**src/rtl/slr_params.svh**
```systemverilog
// constants shared by the serial receiver files
`ifndef SLR_PARAMS_SVH
`define SLR_PARAMS_SVH

`define SLR_CLK_HZ 10000000
`define SLR_BAUD 9600
`define SLR_HALF_BIT_US 52
`define SLR_WINDOW_US 924
`define SLR_MHZ 1000000
`define SLR_BIT_CYC (`SLR_CLK_HZ / `SLR_BAUD)
`define SLR_HALF_CYC ((`SLR_HALF_BIT_US * `SLR_CLK_HZ + `SLR_MHZ - 1) / `SLR_MHZ)
`define SLR_WINDOW_CYC (`SLR_WINDOW_US * (`SLR_CLK_HZ / `SLR_MHZ))
`define SLR_DATA_BITS 8
`define SLR_TICKS 9
`define SLR_TICK_W 4
`define SLR_BIT_W 11
`define SLR_WIN_W 14
`define SLR_FIFO_DEPTH 16
`define SLR_CTL_SEL_BIT 0
`define SLR_CTL_EN_BIT 1
`define SLR_GRP_CTL 1'h0
`define SLR_GRP_DATA 1'h1

`endif

```
**src/rtl/slr_pkg.sv**
```systemverilog
// types shared by the serial receiver files
package slr_pkg;
	typedef enum logic [2:0] {ST_IDLE, ST_DELAY, ST_SHIFT, ST_TAIL, ST_PUSH} slr_state_t;
	typedef logic [7:0] slr_byte_t;
endpackage

```
**src/rtl/slr_fifo.sv**
```systemverilog
// first-in first-out buffer with valid and ready on both sides
`timescale 1ns/1ps
`default_nettype none
module slr_fifo #(
	parameter int WIDTH = 9,
	parameter int DEPTH = 16
) (
	// clock and reset
	input wire logic ref_clk_i,
	input wire logic rst_n_i,
	// fill side
	input wire logic in_valid_i,
	output logic in_ready_o,
	input wire logic [WIDTH-1:0] in_data_i,
	// drain side
	output logic out_valid_o,
	input wire logic out_ready_i,
	output logic [WIDTH-1:0] out_data_o
);
	localparam int AW = $clog2(DEPTH);
	logic [WIDTH-1:0] mem_r [DEPTH];
	logic [AW:0] wr_r;
	logic [AW:0] rd_r;
	wire full_w = (wr_r[AW] != rd_r[AW]) && (wr_r[AW-1:0] == rd_r[AW-1:0]);
	wire empty_w = (wr_r == rd_r);
	wire push_w = in_valid_i && !full_w;
	wire pop_w = out_ready_i && !empty_w;
	assign in_ready_o = !full_w;
	assign out_valid_o = !empty_w;
	assign out_data_o = mem_r[rd_r[AW-1:0]];

	always_ff @(posedge ref_clk_i) begin
		if (push_w) begin
			mem_r[wr_r[AW-1:0]] <= in_data_i;
		end
	end

	always_ff @(posedge ref_clk_i or negedge rst_n_i) begin
		if (!rst_n_i) begin
			wr_r <= '0;
			rd_r <= '0;
		end else begin
			if (push_w) begin
				wr_r <= wr_r + 1'b1;
			end
			if (pop_w) begin
				rd_r <= rd_r + 1'b1;
			end
		end
	end
endmodule
`default_nettype wire

```
**src/rtl/slr_shift.sv**
```systemverilog
// serial to parallel shifter sampling on rising bit clock edges
`timescale 1ns/1ps
`default_nettype none
`include "slr_params.svh"
module slr_shift (
	// clock and reset
	input wire logic ref_clk_i,
	input wire logic rst_n_i,
	// serial side
	input wire logic bit_clk_i,
	input wire logic select_n_i,
	input wire logic serial_i,
	input wire logic frame_done_i,
	// parallel side
	output slr_pkg::slr_byte_t byte_o
);
	logic [`SLR_TICKS-1:0] shreg_r;
	logic bit_clk_q_r;
	wire rise_w = bit_clk_i && !bit_clk_q_r;

	always_ff @(posedge ref_clk_i or negedge rst_n_i) begin
		if (!rst_n_i) begin
			shreg_r <= '0;
			bit_clk_q_r <= 1'h0;
			byte_o <= '0;
		end else begin
			bit_clk_q_r <= bit_clk_i;
			if (rise_w && !select_n_i) begin
				shreg_r <= {serial_i, shreg_r[`SLR_TICKS-1:1]};
			end
			if (frame_done_i) begin
				byte_o <= shreg_r[`SLR_TICKS-1:1];
			end
		end
	end
endmodule
`default_nettype wire

```
**src/rtl/slr_top.sv**
```systemverilog
// receive-only serial front end steering byte pairs to display latches
`timescale 1ns/1ps
`default_nettype none
`include "slr_params.svh"
module slr_top #(
	parameter int WINDOW_CYC = `SLR_WINDOW_CYC
) (
	// clock and reset
	input wire logic ref_clk_i,
	input wire logic rst_n_i,
	// serial line from host
	input wire logic host_serial_out_i,
	// display side flow control
	input wire logic display_ready_i,
	// display outputs
	output logic register_select_out_o,
	output logic display_enable_out_o,
	output logic [`SLR_DATA_BITS-1:0] display_data_out_o,
	// frame status
	output logic frame_window_o,
	output logic shift_select_n_o
);
	localparam int HALF_CYC = `SLR_HALF_CYC;
	localparam int BIT_CYC = `SLR_BIT_CYC;
	localparam logic [`SLR_BIT_W-1:0] HALF_LAST = `SLR_BIT_W'(HALF_CYC - 1);
	localparam logic [`SLR_BIT_W-1:0] BIT_LAST = `SLR_BIT_W'(BIT_CYC - 1);
	localparam logic [`SLR_BIT_W-1:0] BIT_MID = `SLR_BIT_W'(BIT_CYC / 2);
	localparam logic [`SLR_WIN_W-1:0] WIN_LAST = `SLR_WIN_W'(WINDOW_CYC - 1);
	localparam logic [`SLR_TICK_W-1:0] TICKS = `SLR_TICK_W'(`SLR_TICKS);

	slr_pkg::slr_state_t state_r;
	slr_pkg::slr_state_t state_nxt;

	// line sampling and start edge detector
	logic line_prev_r;
	logic start_pulse_r;
	logic frame_window_r;
	logic [`SLR_WIN_W-1:0] win_cnt_r;
	logic [`SLR_BIT_W-1:0] bit_cnt_r;
	logic [`SLR_TICK_W-1:0] tick_cnt_r;
	logic bit_clk_r;
	logic shift_select_n_r;
	logic grp_r;
	logic frame_grp_r;
	logic pend_r;
	slr_pkg::slr_byte_t rx_byte_w;

	// output holding latches
	logic sel_out_r;
	logic en_r;
	logic [`SLR_DATA_BITS-1:0] data_r;

	// decode
	wire idle_w = (state_r == slr_pkg::ST_IDLE);
	wire counting_w = (state_r == slr_pkg::ST_DELAY) || (state_r == slr_pkg::ST_SHIFT);
	wire fall_w = idle_w && !pend_r && line_prev_r && !host_serial_out_i;
	wire half_tick_w = (state_r == slr_pkg::ST_DELAY) && (bit_cnt_r == HALF_LAST);
	wire bit_tick_w = (state_r == slr_pkg::ST_SHIFT) && (bit_cnt_r == BIT_LAST);
	wire tick_w = half_tick_w || bit_tick_w;
	wire last_tick_w = tick_w && (tick_cnt_r == TICKS - 1'b1);
	wire win_end_w = frame_window_r && (win_cnt_r == WIN_LAST);
	wire frame_done_w = win_end_w;
	wire sel_release_w = (state_r == slr_pkg::ST_TAIL) && bit_clk_r;

	// fifo hookup
	wire fifo_in_ready_w;
	wire fifo_out_valid_w;
	wire [`SLR_DATA_BITS:0] fifo_out_data_w;
	wire pop_w = fifo_out_valid_w && display_ready_i;
	wire pop_grp_w = fifo_out_data_w[`SLR_DATA_BITS];
	wire [`SLR_DATA_BITS-1:0] pop_byte_w = fifo_out_data_w[`SLR_DATA_BITS-1:0];
	wire push_w = pend_r && fifo_in_ready_w;
	wire steer_ctl_w = pop_w && (pop_grp_w == `SLR_GRP_CTL);
	wire steer_data_w = pop_w && (pop_grp_w == `SLR_GRP_DATA);

	// sequencer
	always_comb begin
		state_nxt = state_r;
		unique case (state_r)
			slr_pkg::ST_IDLE: begin
				if (start_pulse_r) begin
					state_nxt = slr_pkg::ST_DELAY;
				end
			end
			slr_pkg::ST_DELAY: begin
				if (win_end_w) begin
					state_nxt = slr_pkg::ST_PUSH;
				end else if (half_tick_w) begin
					state_nxt = slr_pkg::ST_SHIFT;
				end
			end
			slr_pkg::ST_SHIFT: begin
				if (win_end_w) begin
					state_nxt = slr_pkg::ST_PUSH;
				end else if (last_tick_w) begin
					state_nxt = slr_pkg::ST_TAIL;
				end
			end
			slr_pkg::ST_TAIL: begin
				if (win_end_w) begin
					state_nxt = slr_pkg::ST_PUSH;
				end
			end
			slr_pkg::ST_PUSH: begin
				if (push_w) begin
					state_nxt = slr_pkg::ST_IDLE;
				end
			end
			default: begin
				state_nxt = slr_pkg::ST_IDLE;
			end
		endcase
	end

	always_ff @(posedge ref_clk_i or negedge rst_n_i) begin
		if (!rst_n_i) begin
			state_r <= slr_pkg::ST_IDLE;
			line_prev_r <= 1'h1;
			start_pulse_r <= 1'h0;
		end else begin
			state_r <= state_nxt;
			line_prev_r <= host_serial_out_i;
			start_pulse_r <= fall_w && !start_pulse_r;
		end
	end

	// frame window latch and its timer
	always_ff @(posedge ref_clk_i or negedge rst_n_i) begin
		if (!rst_n_i) begin
			frame_window_r <= 1'h0;
			win_cnt_r <= '0;
		end else if (start_pulse_r) begin
			frame_window_r <= 1'h1;
			win_cnt_r <= '0;
		end else if (win_end_w) begin
			frame_window_r <= 1'h0;
			win_cnt_r <= '0;
		end else if (frame_window_r) begin
			win_cnt_r <= win_cnt_r + 1'b1;
		end
	end

	// gated bit clock counter
	always_ff @(posedge ref_clk_i or negedge rst_n_i) begin
		if (!rst_n_i) begin
			bit_cnt_r <= '0;
			tick_cnt_r <= '0;
		end else if (!counting_w) begin
			bit_cnt_r <= '0;
			if (idle_w) begin
				tick_cnt_r <= '0;
			end
		end else if (tick_w) begin
			bit_cnt_r <= '0;
			tick_cnt_r <= tick_cnt_r + 1'b1;
		end else begin
			bit_cnt_r <= bit_cnt_r + 1'b1;
		end
	end

	// bit clock level, idle low, high for first half of each bit, one cycle only after the last tick
	always_ff @(posedge ref_clk_i or negedge rst_n_i) begin
		if (!rst_n_i) begin
			bit_clk_r <= 1'h0;
		end else if (tick_w) begin
			bit_clk_r <= 1'h1;
		end else if (!counting_w || bit_cnt_r == BIT_MID) begin
			bit_clk_r <= 1'h0;
		end
	end

	// shift select, active low across start and data bits
	always_ff @(posedge ref_clk_i or negedge rst_n_i) begin
		if (!rst_n_i) begin
			shift_select_n_r <= 1'h1;
		end else if (start_pulse_r) begin
			shift_select_n_r <= 1'h0;
		end else if (sel_release_w || win_end_w) begin
			shift_select_n_r <= 1'h1;
		end
	end

	// divide-by-two group selector and pending byte
	always_ff @(posedge ref_clk_i or negedge rst_n_i) begin
		if (!rst_n_i) begin
			grp_r <= `SLR_GRP_CTL;
			frame_grp_r <= `SLR_GRP_CTL;
			pend_r <= 1'h0;
		end else begin
			if (start_pulse_r) begin
				frame_grp_r <= grp_r;
				grp_r <= !grp_r;
			end
			if (frame_done_w) begin
				pend_r <= 1'h1;
			end else if (push_w) begin
				pend_r <= 1'h0;
			end
		end
	end

	slr_shift u_shift (
		.ref_clk_i(ref_clk_i),
		.rst_n_i(rst_n_i),
		.bit_clk_i(bit_clk_r),
		.select_n_i(shift_select_n_r),
		.serial_i(host_serial_out_i),
		.frame_done_i(frame_done_w),
		.byte_o(rx_byte_w)
	);

	slr_fifo #(
		.WIDTH(`SLR_DATA_BITS + 1),
		.DEPTH(`SLR_FIFO_DEPTH)
	) u_fifo (
		.ref_clk_i(ref_clk_i),
		.rst_n_i(rst_n_i),
		.in_valid_i(pend_r),
		.in_ready_o(fifo_in_ready_w),
		.in_data_i({frame_grp_r, rx_byte_w}),
		.out_valid_o(fifo_out_valid_w),
		.out_ready_i(display_ready_i),
		.out_data_o(fifo_out_data_w)
	);

	// holding latches toward the display
	always_ff @(posedge ref_clk_i or negedge rst_n_i) begin
		if (!rst_n_i) begin
			sel_out_r <= 1'h0;
			en_r <= 1'h0;
			data_r <= '0;
		end else if (steer_ctl_w) begin
			sel_out_r <= pop_byte_w[`SLR_CTL_SEL_BIT];
			en_r <= pop_byte_w[`SLR_CTL_EN_BIT];
		end else if (steer_data_w) begin
			data_r <= pop_byte_w;
		end
	end

	assign register_select_out_o = sel_out_r;
	assign display_enable_out_o = en_r;
	assign display_data_out_o = data_r;
	assign frame_window_o = frame_window_r;
	assign shift_select_n_o = shift_select_n_r;
endmodule
`default_nettype wire

```
**config.mk**
```make
export PLATFORM = sky130hd
export DESIGN_NAME = slr_top
export DESIGN_NICKNAME = d
export VERILOG_FILES = /design/src/rtl/slr_pkg.sv /design/src/rtl/slr_fifo.sv /design/src/rtl/slr_shift.sv /design/src/rtl/slr_top.sv
export VERILOG_INCLUDE_DIRS = /design/src /design/src/rtl
export SDC_FILE = /design/constraint.sdc
export NUM_CORES = 1
export LEC_CHECK = 0
export ABC_CLOCK_PERIOD_IN_PS = 3000
export BUFFER_PORTS_ARGS = -buffer_cell sky130_fd_sc_hd__buf_2
export CAP_MARGIN = 20
export CORE_MARGIN = 3
export CORE_UTILIZATION = 60
export CTS_BUF_LIST = sky130_fd_sc_hd__clkbuf_4
export DETAILED_ROUTE_END_ITERATION = 8
export GPL_TIMING_DRIVEN = 0
export PLACE_DENSITY = 0.84
export SYNTH_ARGS = -nofsm -noshare
export SYNTH_HDL_FRONTEND = slang
export SYNTH_SLANG_ARGS = --single-unit
```
**constraint.sdc**
```tcl
create_clock -name ref_clk_i -period 3 [get_ports ref_clk_i]
set_clock_uncertainty 0.1 [all_clocks]
set_input_delay 0 -clock ref_clk_i [delete_from_list [all_inputs] [get_ports ref_clk_i]]
set_output_delay 0 -clock ref_clk_i [all_outputs]
set_load 0.01 [all_outputs]
```
==> results.md, run 1 <==
Placement:
- At the end of routability-driven placement, the weighted congestion stood at 0.880.
- The total of buffers placed on input and output ports is 15.
- The final HPWL from detailed placement is 11.4 mm.
- Before CTS, the worst setup slack after placement is -0.0263 ns.
- The cell count after placement is about 770.

Route:
- Wires add up to about 18 mm.
- The first detailed-routing pass ran for 5 iterations.
- In this run, the number of DRC markers left after iteration 0 of detailed routing was 426.
- In the final routed layout, each cell accounts on average for between 20 and 25 µm.
- After detailed routing, the number of vias per cell comes to between 5 and 6.
- For this run, design rule violations remaining after detail routing come to 0.
- The routed layout has about 5.2k vias.
- The post-route antenna net violation count is 0.

STA:
- Dividing the final minimum period by the clock period gives 0.938.
- Derived from the worst setup path, the maximum achievable clock frequency is ~360 MHz.
- The tightest slew margin relative to the limit is 0.274.
- The slew at the pin closest to its max-slew limit is around 1.1 ns.
- After routing, the total negative slack on setup checks comes to 0 ns.
- Setup violations remaining at the end of the flow were counted as 0.
- Setup repair after global routing left no endpoint under its margin.
- Setup slack closes at roughly 0.19 ns.
- The max-slew violation total from the final report is 0.
- The minimum period implied by the final worst setup slack is around 2.8 ns.
- The count of endpoints failing hold in the final timing report is 0.

Global route:
- The fraction of met1 tracks used by global routing is 0.287.
- The first global-routing pass estimated about 28 mm of wire.
- The initial antenna violation count is 0.
- The global routing stage identified its most utilized layer as met2.
- Entering global routing, the biggest net connects 60 pins.
- The met2 track demand over resource in global routing is 0.370.
- The total grt overflow is 0.
- The via count of the first global-routing pass is between 5k and 6k.
- Across every metal layer, demand over resource in global routing totals 0.220.
- The met3 track demand over resource is 0.0536.

Setup path:
- The worst-path maximum fanout is 10.
- The family with the most delay on the worst path is multiplexers.
- The worst path buffer plus inverter count is 2.
- Among the stages of the critical path, the cell type that occurs most often is sky130_fd_sc_hd__mux4_2.
- STA classifies the critical path endpoint as a flip-flop.
- The critical path goes through buf_2, buf_1, mux4_2, mux4_2, mux2_1.
- STA puts the critical path data arrival time at about 3.3 ns.
- The startpoint type of the worst setup path is a flip-flop.
- For this run, the slowest stage of the critical path takes between 0.5 and 0.6 ns.
- The setup path with the least slack is of type reg2reg.
- The library cell contributing the largest single delay on the critical path is sky130_fd_sc_hd__buf_1.
- The required time of the worst setup path is between 3 and 4 ns.

Clock network:
- For this design, the sink count on the clock tree is 221.
- At the later pin of the worst-skew pair, clock insertion delay measures 0.67 ns.
- The clock tree from TritonCTS is yes.
- After clock tree synthesis, the clock-pin slew on the worst setup and hold paths is around 0.07 ns.
- Clock tree synthesis selected as its root buffer the cell sky130_fd_sc_hd__clkbuf_4.
- The maximum clock insertion buffer count is 3.
- TritonCTS created 54 clock buffers.
- The number of levels in the clock H-tree is 2.

Synth:
- The register bit count reported by yosys is ~220.
- When the netlist entered floorplanning its net count stood at roughly 580.
- A synthesized cell averages ~16 µm².
- Summing every instance area after synthesis gives 9150 µm².
- The async set-reset flop share out of synthesis is 0.348.
- In this run, synthesis inferred 144 flip-flops with an integrated enable.
- The distinct cell type count of the synthesized netlist is 54.
- The main flop type after synthesis is sky130_fd_sc_hd__edfxtp_1.
- During synthesis, Yosys emitted a total of 0 warnings.
- The instance count of the mapped netlist is 567.
- The register area share after synthesis is 0.684.

Floorplanning:
- The number of cell rows is 44.
- The die span in x is approximately 130 µm.
- The core region is 14700 µm².
- The initial utilization of the core area, before any placement, comes to 0.622.
- The number of placed I/O pins is 16.
- The floorplan step set the die height to approximately 130 µm.
- The floorplan step defined a die boundary enclosing around 17000 µm².

Final layout:
- Leaving out fill and tap cells, the most frequent cell in the layout is sky130_fd_sc_hd__edfxtp_1.
- Counting the fill cells in the layout gives 936.
- The number of nets in the layout is 659.
- The area growth from synthesis to final layout is 12.6%.
- The final cell utilization of the core is 0.701.
- In the final layout, the share of cells above drive strength 1 is 0.258.
- The total inserted antenna cells is 0.
- Leaving out fill and tap cells, the most frequent cells in the layout are sky130_fd_sc_hd__edfxtp_1 (144), sky130_fd_sc_hd__clkbuf_4 (81), sky130_fd_sc_hd__dfrtp_1 (75), sky130_fd_sc_hd__nand2_1 (49), sky130_fd_sc_hd__mux4_2 (41).
- Once layout is complete, the cells apart from fillers number 874.

Power and ir drop:
- In this run the static leakage power is about 3.6 nW.
- The design draws between 7 and 8 mW.
- The worst-case IR drop observed on VDD is 400 µV.
- The power density over the cells is around 720 nW/µm².

Outcome:
- The flow ran to the end, and the final reports show no timing, DRC or antenna violations.

Hold path:
- The worst hold path belongs to the class in2reg.

Run:
- The total of max-cap violations is 0.
[Yosys cell counts (all sizes together) (5+ instances only)]
library cell  count  area (µm²)
buf              13        71.3
xnor2            20         175
nand4             9        56.3
nand2            49         184
mux4             41         923
edfxtp          144        4320
nor2             24        97.6
and3             21         131
ha               10         125
and2              6        37.5
xor2              9        78.8
a21oi             8        40.0
dfrtp            75        1880
nor2b            10        62.6
inv              12        45.0
o21ai            15        75.1
mux2             22         248
clkbuf           10        37.5
nand3            13        65.1
mux2i             5        50.1
nor3              7        35.0
[power by group]
group          internal [mW]  switching [mW]
Combinational          0.583           0.745
Sequential              3.37           0.161
Clock                   1.41            1.17
[final cells by class]
| cell class | instances | area [µm²] | area share |
|---|---|---|---|
| Multi-Input combinational cell | 311 | 2750 | 0.267 |
| Buffer | 23 | 110 | 0.0107 |
| Tap cell | 184 | 230 | 0.0224 |
| Timing Repair Buffer | 22 | 170 | 0.0165 |
| Clock buffer | 81 | 608 | 0.0590 |
| Clock inverter | 20 | 133 | 0.0129 |
| Sequential cell | 221 | 6250 | 0.607 |
| Inverter | 12 | 45.0 | 0.00437 |
[state kept, by name, indices dropped and copies added, names as in the netlist]
signal	count
u_fifo.mem_r	144
win_cnt_r	14
bit_cnt_r	11
display_data_out_o	8
u_shift.byte_o	8
u_shift.shreg_r	8
u_fifo.rd_r	5
u_fifo.wr_r	5
tick_cnt_r	4
state_r	3
bit_clk_r	1
display_enable_out_o	1
frame_grp_r	1
frame_window_o	1
grp_r	1
line_prev_r	1
pend_r	1
register_select_out_o	1
shift_select_n_o	1
start_pulse_r	1
u_shift.bit_clk_q_r	1
[logic make-up (layout without fill, tap and decap cells)]
group	count (synthesis)	after routing	synth area share
DFF	221	221	0.684
and+or+nand+nor	161	161	0.0932
muxes	68	68	0.134
AOI/OAI and AO/OA	43	43	0.0313
buffers and inverters	35	158	0.0168
xor gates and xnor gates	29	29	0.0278
adders and majority gates	10	10	0.0137
[worst reg2reg max path, cell delays in order (launching register included)]
cell and delay [ns]:
sky130_fd_sc_hd__dfrtp_1 0.51, sky130_fd_sc_hd__buf_2 0.34, sky130_fd_sc_hd__buf_1 0.54, sky130_fd_sc_hd__mux4_2 0.42, sky130_fd_sc_hd__mux4_2 0.49, sky130_fd_sc_hd__mux2_1 0.30
[stage by stage]
stage          cell area (µm²)  hold slack (ns)
6_report                 10300           0.0672
5_1_grt                  10300           0.0276
4_1_cts                  10300           0.0220
3_5_place_dp              9490           -0.191
3_3_place_gp              9450           0.0322
2_1_floorplan             9150           -0.396
[repair_timing]
action,in CTS,in global routing
endpoints found under the hold margin,87,0
resized for setup,1,1
hold buffers,5,0
buffers inserted,0,0
setup endpoints to repair,9,1
[per-layer routing]
metal / share of wire / up-vias
met5: 0 / -
met1: 0.40 / 2579
met3: 0.059 / 35
met2: 0.52 / 204
met4: 0.019 / 0
li1: - / 2362
[final timing paths]
path	from	endpoint	slack, ns	depth (start not counted)
hold / removal	host_serial_out_i	u_shift.shreg_r[8]$_DFFE_PN0P_	0.07	3
setup reg to reg	u_fifo.rd_r[1]$_DFFE_PN0P_	display_data_out_o[6]$_DFFE_PN0P_	0.19	5
setup / recovery	u_fifo.rd_r[1]$_DFFE_PN0P_	display_data_out_o[6]$_DFFE_PN0P_	0.19	5
hold reg to reg	bit_clk_r$_DFFE_PN0P_	u_shift.bit_clk_q_r$_DFF_PN0_	0.36	0
min in group asynchronous	rst_n_i	display_data_out_o[5]$_DFFE_PN0P_	0.14	3
max in group asynchronous	rst_n_i	line_prev_r$_DFF_PN1_	1.79	5
Power figures use the tool's default switching activity.
==> run 2, diff against run 1 <==
RECOVER_POWER = 100   (was default)
==> run 2 against run 1 <==
Compared with the run above: via count grew 0.23%; non-clock buffer count unchanged; critical path depth grew 2; largest cell class unchanged.
==> results.md, run 2 (synthesis gave the netlist of run 1 again) <==
Outcome:
- Status: completed (unchanged).

Power and ir drop:
- The power share of the combinational group was 0.176 (was 0.179).
- The largest voltage drop on the vdd net is 391 µV (was 400 µV).
- The leakage power figure is 3.52 nW (was 3.57 nW).
- The part of the power in registers is 0.476 (was 0.475).
- The total power after layout is 7.42 mW (was 7.44 mW).
- The fraction of power consumed by the clock network is 0.348 (was 0.346).
- The net load switching power is 2.06 mW (was 2.07 mW).
- The internal power is 5.35 mW (was 5.37 mW).
- The switching power share of the total is 0.278 (about the same).
- The power density over the cells was 724 nW/µm² (was 722 nW/µm²).

Route:
- The routed length per instance was 20.1 µm (about the same).
- The via total after detailed routing is 5192 (was 5180).
- The total wirelength of the detailed-routed design is 17.5 mm (about the same).
- The detail-routed via count per cell is 5.94 (was 5.93).
- The initial detailed-routing violation count is 413 (was 426).
- The number of search-and-repair iterations in the first detailed-routing pass came to 5 (unchanged).
- The number of remaining DRC errors is 0 (unchanged).
- The post-route antenna net violation count is 0 (unchanged).

Final layout:
- The most frequent standard cell in the layout excluding fill and tap cells was sky130_fd_sc_hd__edfxtp_1 (unchanged).
- The total inserted antenna cells was 0 (unchanged).
- The number of nets in the layout is 659 (unchanged).
- The register area is 6250 µm² (unchanged).
- The final standard cell area without fillers is 10200 µm² (was 10300 µm²).
- Most frequent cells in the layout: sky130_fd_sc_hd__edfxtp_1 (144), sky130_fd_sc_hd__clkbuf_4 (82), sky130_fd_sc_hd__dfrtp_1 (75), sky130_fd_sc_hd__nand2_1 (49), sky130_fd_sc_hd__mux4_2 (41) (was sky130_fd_sc_hd__edfxtp_1 (144), sky130_fd_sc_hd__clkbuf_4 (81), sky130_fd_sc_hd__dfrtp_1 (75), sky130_fd_sc_hd__nand2_1 (49), sky130_fd_sc_hd__mux4_2 (41)).
- The area growth from synthesis to final layout is 12.0% (was 12.6%).
- The combined area of the multi-input logic cells was 2720 µm² (was 2750 µm²).
- The final standard cell count with taps included and fillers excluded is 874 (unchanged).
- The fraction of layout instances using a drive strength above 1 is 0.232 (was 0.258).
- The number of flip-flops under the largest register name came to 144 (unchanged).
- The number of fillers in the final layout is 949 (was 936).
- The final cell utilization of the core is 0.697 (was 0.701).

Global route:
- The via count of the first global-routing pass is 5367 (unchanged).
- The pin count of the biggest net entering global routing is 60 (unchanged).
- The total grt overflow was 0 (unchanged).
- The initial antenna violation count is 0 (unchanged).
- The total global-route track usage is 0.220 (unchanged).
- The wire length of the first global-routing pass was 28.0 mm (unchanged).

Placement:
- The placed cell area is 9490 µm² (unchanged).
- The post-placement worst setup slack came to -0.0263 ns (unchanged).
- The total of buffers placed on input and output ports is 15 (unchanged).
- The final HPWL from detailed placement is 11.4 mm (unchanged).
- The routability-driven placement congestion ratio is 0.880 (unchanged).
- The cell count after placement was 767 (unchanged).

STA:
- The minimum period implied by the final worst setup slack is 2.79 ns (was 2.81 ns).
- The maximum clock rate is 359 MHz (was 355 MHz).
- The post-layout worst setup margin is 0.212 ns (was 0.185 ns).
- The final worst-path cycle share was 0.929 (was 0.938).
- The final-layout worst hold slack was 0.125 ns (was 0.0672 ns).
- The slew at the pin closest to its max-slew limit came to 1.30 ns (was 1.09 ns).
- The count of endpoints failing hold in the final timing report is 0 (unchanged).
- The final-layout setup total negative slack came to 0 ns (unchanged).
- The max-slew violation total from the final report came to 0 (unchanged).
- Setup repair after global routing missed its margin: false (unchanged).
- The tightest slew margin relative to the limit came to 0.127 (was 0.274).
- The number of failing setup endpoints in the final timing report is 0 (unchanged).

Clock network:
- The source-to-sink clock delay at the later pin of the worst-skew pair is 0.67 ns (about the same).
- The number of levels in the clock H-tree was 2 (unchanged).
- The clock tree from TritonCTS is yes (unchanged).
- The number of sinks on the clock net is 221 (unchanged).
- The buffers inserted during post-CTS setup optimization is 0 (unchanged).
- The number of clock buffers inserted by TritonCTS was 54 (unchanged).
- The clock tree root buffer cell is sky130_fd_sc_hd__clkbuf_4 (unchanged).
- The maximum clock insertion buffer count was 3 (unchanged).
- The CTS clock-pin slew for the worst setup and hold paths is 0.07 ns (about the same).

Setup path:
- The register-to-register setup slack is 0.21 ns (was 0.19 ns).
- The startpoint of the worst-slack reg-to-reg timing path is u_fifo.rd_r[1]$_DFFE_PN0P_ (unchanged).
- The kind of critical path is reg2reg (unchanged).
- The capturing point of the worst reg2reg path is u_fifo.mem_r[3][6]$_DFFE_PP_ (was display_data_out_o[6]$_DFFE_PN0P_).
- The startpoint type of the worst setup path was a flip-flop (unchanged).
- The worst-path maximum fanout is 10 (unchanged).
- The required time of the worst setup path is 3.21 ns (was 3.46 ns).
- The endpoint type of the worst setup path is a flip-flop (unchanged).
- The data arrival at the endpoint of the critical path was 2.99 ns (was 3.27 ns).
- The length in cells of the worst reg-to-reg path is 7 (was 5).

Floorplanning:
- The number of placed I/O pins is 16 (unchanged).
- The number of cell rows is 44 (unchanged).
- The total core area is 14700 µm² (unchanged).
- The floorplan die area was 16800 µm² (unchanged).
- The die span in x was 129 µm (unchanged).
- The height of the die is 129 µm (unchanged).
- The starting density of the core is 0.622 (unchanged).

Hold path:
- The end point of the worst hold path is u_shift.shreg_r[8]$_DFFE_PN0P_ (unchanged).
- The class of the tightest hold or removal check is in2reg (unchanged).
- The number of stages on the worst hold path is 3 (unchanged).
- The startpoint of the most critical hold path is host_serial_out_i (unchanged).

Run:
- The total of max-cap violations came to 0 (unchanged).
[run 2: layout make-up]
class | count | share of cell area
buffer | 23 | 0.0104
multi-input combinational | 311 | 0.266
clock buffer | 81 | 0.0594
inverter | 12 | 0.00440
timing repair buffer | 22 | 0.0141
sequential | 221 | 0.611
clock inverter | 20 | 0.0130
tap | 184 | 0.0225
[run 2: timing repair]
item	4_1_cts	5_1_grt
setup endpoints to repair	9	1
hold buffers	5	0
endpoints found under the hold margin	87	0
gates resized for setup	1	1
pin swaps	0	0
[run 2: worst max-delay path by stage]
stage                                    start                                end  slack [ns]  depth (start not counted)
finish              u_fifo.rd_r[1]$_DFFE_PN0P_       u_fifo.mem_r[3][6]$_DFFE_PP_        0.21                          7
global route        u_fifo.rd_r[1]$_DFFE_PN0P_       u_fifo.mem_r[3][7]$_DFFE_PP_        0.01                          7
detailed placement  u_fifo.rd_r[1]$_DFFE_PN0P_       u_fifo.mem_r[3][6]$_DFFE_PP_       -0.03                          7
CTS                 u_fifo.rd_r[1]$_DFFE_PN0P_  display_data_out_o[6]$_DFFE_PN0P_        0.08                          5
floorplan           u_fifo.rd_r[1]$_DFFE_PN0P_       u_fifo.mem_r[3][0]$_DFFE_PP_        0.51                          7
global placement    u_fifo.rd_r[1]$_DFFE_PN0P_       u_fifo.mem_r[3][6]$_DFFE_PP_       -0.44                          7
[run 2: per-layer routing]
layer	GRT usage	vias to the layer above	wire length, µm
met4	0.0721	0	334
met1	0.287	2612	7020
li1	-	2358	-
met5	0	-	0
met2	0.370	186	9180
met3	0.0536	36	994
[run 2: worst max-delay path, cell delays in order, from the launching register on]
cell and delay [ns]:
sky130_fd_sc_hd__dfrtp_1 0.50, sky130_fd_sc_hd__buf_2 0.32, sky130_fd_sc_hd__xnor2_1 0.11, sky130_fd_sc_hd__nand4_1 0.15, sky130_fd_sc_hd__o21a_1 0.19, sky130_fd_sc_hd__clkbuf_1 0.32
sky130_fd_sc_hd__nand2_1 0.21, sky130_fd_sc_hd__nor3_4 0.50
[run 2: power by group through the flow]
stage	sequential (mW)	clock (mW)	combinational, mW
4_1_cts	3.53	2.63	1.34
6_report	3.53	2.58	1.30
3_5_place_dp	3.59	0	1.33
2_1_floorplan	3.55	0	0.997
5_1_grt	3.55	2.81	1.44
3_3_place_gp	3.57	0	1.27
==> run 3, diff against run 2 <==
GPL_TIMING_DRIVEN = default   (was 0)
==> run 3 against run 2 <==
Compared with the run above: maximum frequency is 5.4% higher; sequential power is 1% higher; utilization is 0.52 points lower; register-to-register slack better by 0.14 ns; critical path type unchanged; largest cell class unchanged.
==> results.md, run 3 (synthesis gave the netlist of run 1 again) <==
Final layout:
- Most frequent cells in the layout: sky130_fd_sc_hd__edfxtp_1 (144), sky130_fd_sc_hd__clkbuf_4 (82), sky130_fd_sc_hd__dfrtp_1 (75), sky130_fd_sc_hd__nand2_1 (49), sky130_fd_sc_hd__mux4_2 (41) (unchanged).
- The total inserted antenna cells is 0 (unchanged).
- The number of flip-flops under the largest register name was 144 (unchanged).
- The number of fillers in the final layout came to 947 (was 949).
- The combined area of the multi-input logic cells came to 2710 µm² (was 2720 µm²).
- The fraction of layout instances using a drive strength above 1 was 0.239 (was 0.232).
- The area growth from synthesis to final layout was 11.1% (was 12.0%).
- The register area is 6250 µm² (unchanged).
- The number of nets in the layout is 647 (was 659).
- The most frequent standard cell in the layout excluding fill and tap cells is sky130_fd_sc_hd__edfxtp_1 (unchanged).

Global route:
- The total grt overflow was 0 (unchanged).
- The wire length of the first global-routing pass is 28.1 mm (was 28.0 mm).
- The initial antenna violation count is 0 (unchanged).
- The via count of the first global-routing pass was 5427 (was 5367).
- The pin count of the biggest net entering global routing was 42 (was 60).
- The total global-route track usage is 0.219 (was 0.220).

Floorplanning:
- The number of cell rows is 44 (unchanged).
- The number of placed I/O pins is 16 (unchanged).
- The height of the die was 129 µm (unchanged).
- The floorplan die area is 16800 µm² (unchanged).
- The die span in x is 129 µm (unchanged).
- The starting density of the core came to 0.622 (unchanged).
- The total core area was 14700 µm² (unchanged).

STA:
- The minimum period implied by the final worst setup slack is 2.64 ns (was 2.79 ns).
- The final-layout setup total negative slack is 0 ns (unchanged).
- The slew at the pin closest to its max-slew limit is 1.30 ns (about the same).
- The maximum clock rate is 378 MHz (was 359 MHz).
- The max-slew violation total from the final report is 0 (unchanged).
- The tightest slew margin relative to the limit is 0.128 (was 0.127).
- The final worst-path cycle share is 0.881 (was 0.929).
- The count of endpoints failing hold in the final timing report is 0 (unchanged).
- Setup repair after global routing missed its margin: false (unchanged).
- The number of failing setup endpoints in the final timing report is 0 (unchanged).

Setup path:
- The data arrival at the endpoint of the critical path is 2.82 ns (was 2.99 ns).
- The endpoint type of the worst setup path is a flip-flop (unchanged).
- The startpoint of the worst-slack reg-to-reg timing path is u_fifo.rd_r[0]$_DFFE_PN0P_ (was u_fifo.rd_r[1]$_DFFE_PN0P_).
- The origin of the worst setup path is u_fifo.rd_r[0]$_DFFE_PN0P_ (was u_fifo.rd_r[1]$_DFFE_PN0P_).
- The last element of the critical path is u_fifo.mem_r[11][5]$_DFFE_PP_ (was u_fifo.mem_r[3][6]$_DFFE_PP_).
- The kind of critical path is reg2reg (unchanged).
- The startpoint type of the worst setup path is a flip-flop (unchanged).
- The length in cells of the worst reg-to-reg path is 5 (was 7).
- The required time of the worst setup path is 3.18 ns (was 3.21 ns).
- The worst-path maximum fanout was 20 (was 10).
- The capturing point of the worst reg2reg path is u_fifo.mem_r[11][5]$_DFFE_PP_ (was u_fifo.mem_r[3][6]$_DFFE_PP_).
- The register-to-register setup slack is 0.36 ns (was 0.21 ns).

Run:
- The total of max-cap violations is 0 (unchanged).

Power and ir drop:
- The largest voltage drop on the vdd net was 436 µV (was 391 µV).
- The leakage power figure is 3.50 nW (was 3.52 nW).
- The power density over the cells is 716 nW/µm² (was 724 nW/µm²).
- The total power after layout was 7.28 mW (was 7.42 mW).

Route:
- The number of remaining DRC errors came to 0 (unchanged).
- The total wirelength of the detailed-routed design is 17.3 mm (was 17.5 mm).
- The number of search-and-repair iterations in the first detailed-routing pass is 5 (unchanged).
- The post-route antenna net violation count was 0 (unchanged).
- The routed length per instance is 20.0 µm (was 20.1 µm).
- The detail-routed via count per cell came to 6.03 (was 5.94).
- The via total after detailed routing is 5203 (was 5192).
- The initial detailed-routing violation count is 355 (was 413).

Clock network:
- The clock tree root buffer cell is sky130_fd_sc_hd__clkbuf_4 (unchanged).
- The number of levels in the clock H-tree is 2 (unchanged).
- The number of cells upsized or downsized after cts is 0 (was 1).
- The maximum clock insertion buffer count came to 3 (unchanged).
- The clock tree from TritonCTS is yes (unchanged).
- The CTS clock-pin slew for the worst setup and hold paths is 0.08 ns (was 0.07 ns).
- The number of clock buffers inserted by TritonCTS came to 54 (unchanged).
- The source-to-sink clock delay at the later pin of the worst-skew pair was 0.65 ns (was 0.67 ns).
- The number of sinks on the clock net is 221 (unchanged).

Placement:
- The routability-driven placement congestion ratio came to 0.896 (was 0.880).
- The final HPWL from detailed placement is 11.0 mm (was 11.4 mm).
- The total of buffers placed on input and output ports came to 15 (unchanged).

Hold path:
- The class of the tightest hold or removal check is in2reg (unchanged).

Outcome:
- Status: completed (unchanged).
run 3: per-stage QoR:
step | worst slack [ns] | cell area, µm² | cells | hold slack (ns) | util
floorplan | 0.506 | 9150 | 567 | -0.396 | -
global placement | 0.545 | 9450 | 755 | 0.0323 | 0.643
detailed placement | 0.473 | 9450 | 755 | 0.0309 | 0.643
CTS | 0.404 | 10200 | 863 | 0.0105 | 0.697
global route | 0.153 | 10200 | 863 | 0.120 | 0.692
finish | 0.356 | 10200 | 863 | 0.140 | 0.692
run 3: critical path, cell delays in order, from the launching register on:
cell and delay (ns):
sky130_fd_sc_hd__dfrtp_1 0.73, sky130_fd_sc_hd__xnor2_1 0.13, sky130_fd_sc_hd__nand4_1 0.13, sky130_fd_sc_hd__o21a_1 0.52, sky130_fd_sc_hd__clkbuf_1 0.21, sky130_fd_sc_hd__and3_1 0.46
run 3: power breakdown:
part	total, mW	switching [mW]	internal, mW	leakage, nW
clock network	2.50	1.16	1.34	0.436
logic	1.20	0.632	0.569	1.05
registers	3.58	0.209	3.37	2.02
total	7.28	2.00	5.28	3.50
run 3: final cells by class:
type                       instances  area share
sequential                       221       0.615
multi-input combinational        311       0.267
clock buffer                      82      0.0606
tap                              184      0.0226
timing repair buffer              33      0.0201
clock inverter                    20      0.0105
inverter                          12     0.00443
run 3: worst min-delay path by stage:
stage | cells past startpoint | to | slack [ns] | from
after global placement | 1 | line_prev_r$_DFF_PN1_ | 0.03 | host_serial_out_i
after CTS | 3 | u_shift.shreg_r[8]$_DFFE_PN0P_ | 0.01 | host_serial_out_i
final | 3 | u_shift.shreg_r[8]$_DFFE_PN0P_ | 0.14 | host_serial_out_i
after floorplan | 0 | bit_clk_r$_DFFE_PN0P_ | -0.40 | rst_n_i
after detailed placement | 1 | line_prev_r$_DFF_PN1_ | 0.03 | host_serial_out_i
after global routing | 3 | u_shift.shreg_r[8]$_DFFE_PN0P_ | 0.12 | host_serial_out_i
run 3: repair_timing:
action,CTS,global route
buffers inserted,0,0
endpoints found under the hold margin,87,0
hold buffers,6,0
run 3: layer usage:
metal  vias to the layer above  track usage  routed length, µm
met2                       201        0.363               8740
met3                        42       0.0523               1230
met4                         0       0.0862                420
met1                      2613        0.286               6900
met5                         -            0                  0
li1                       2347            -                  -
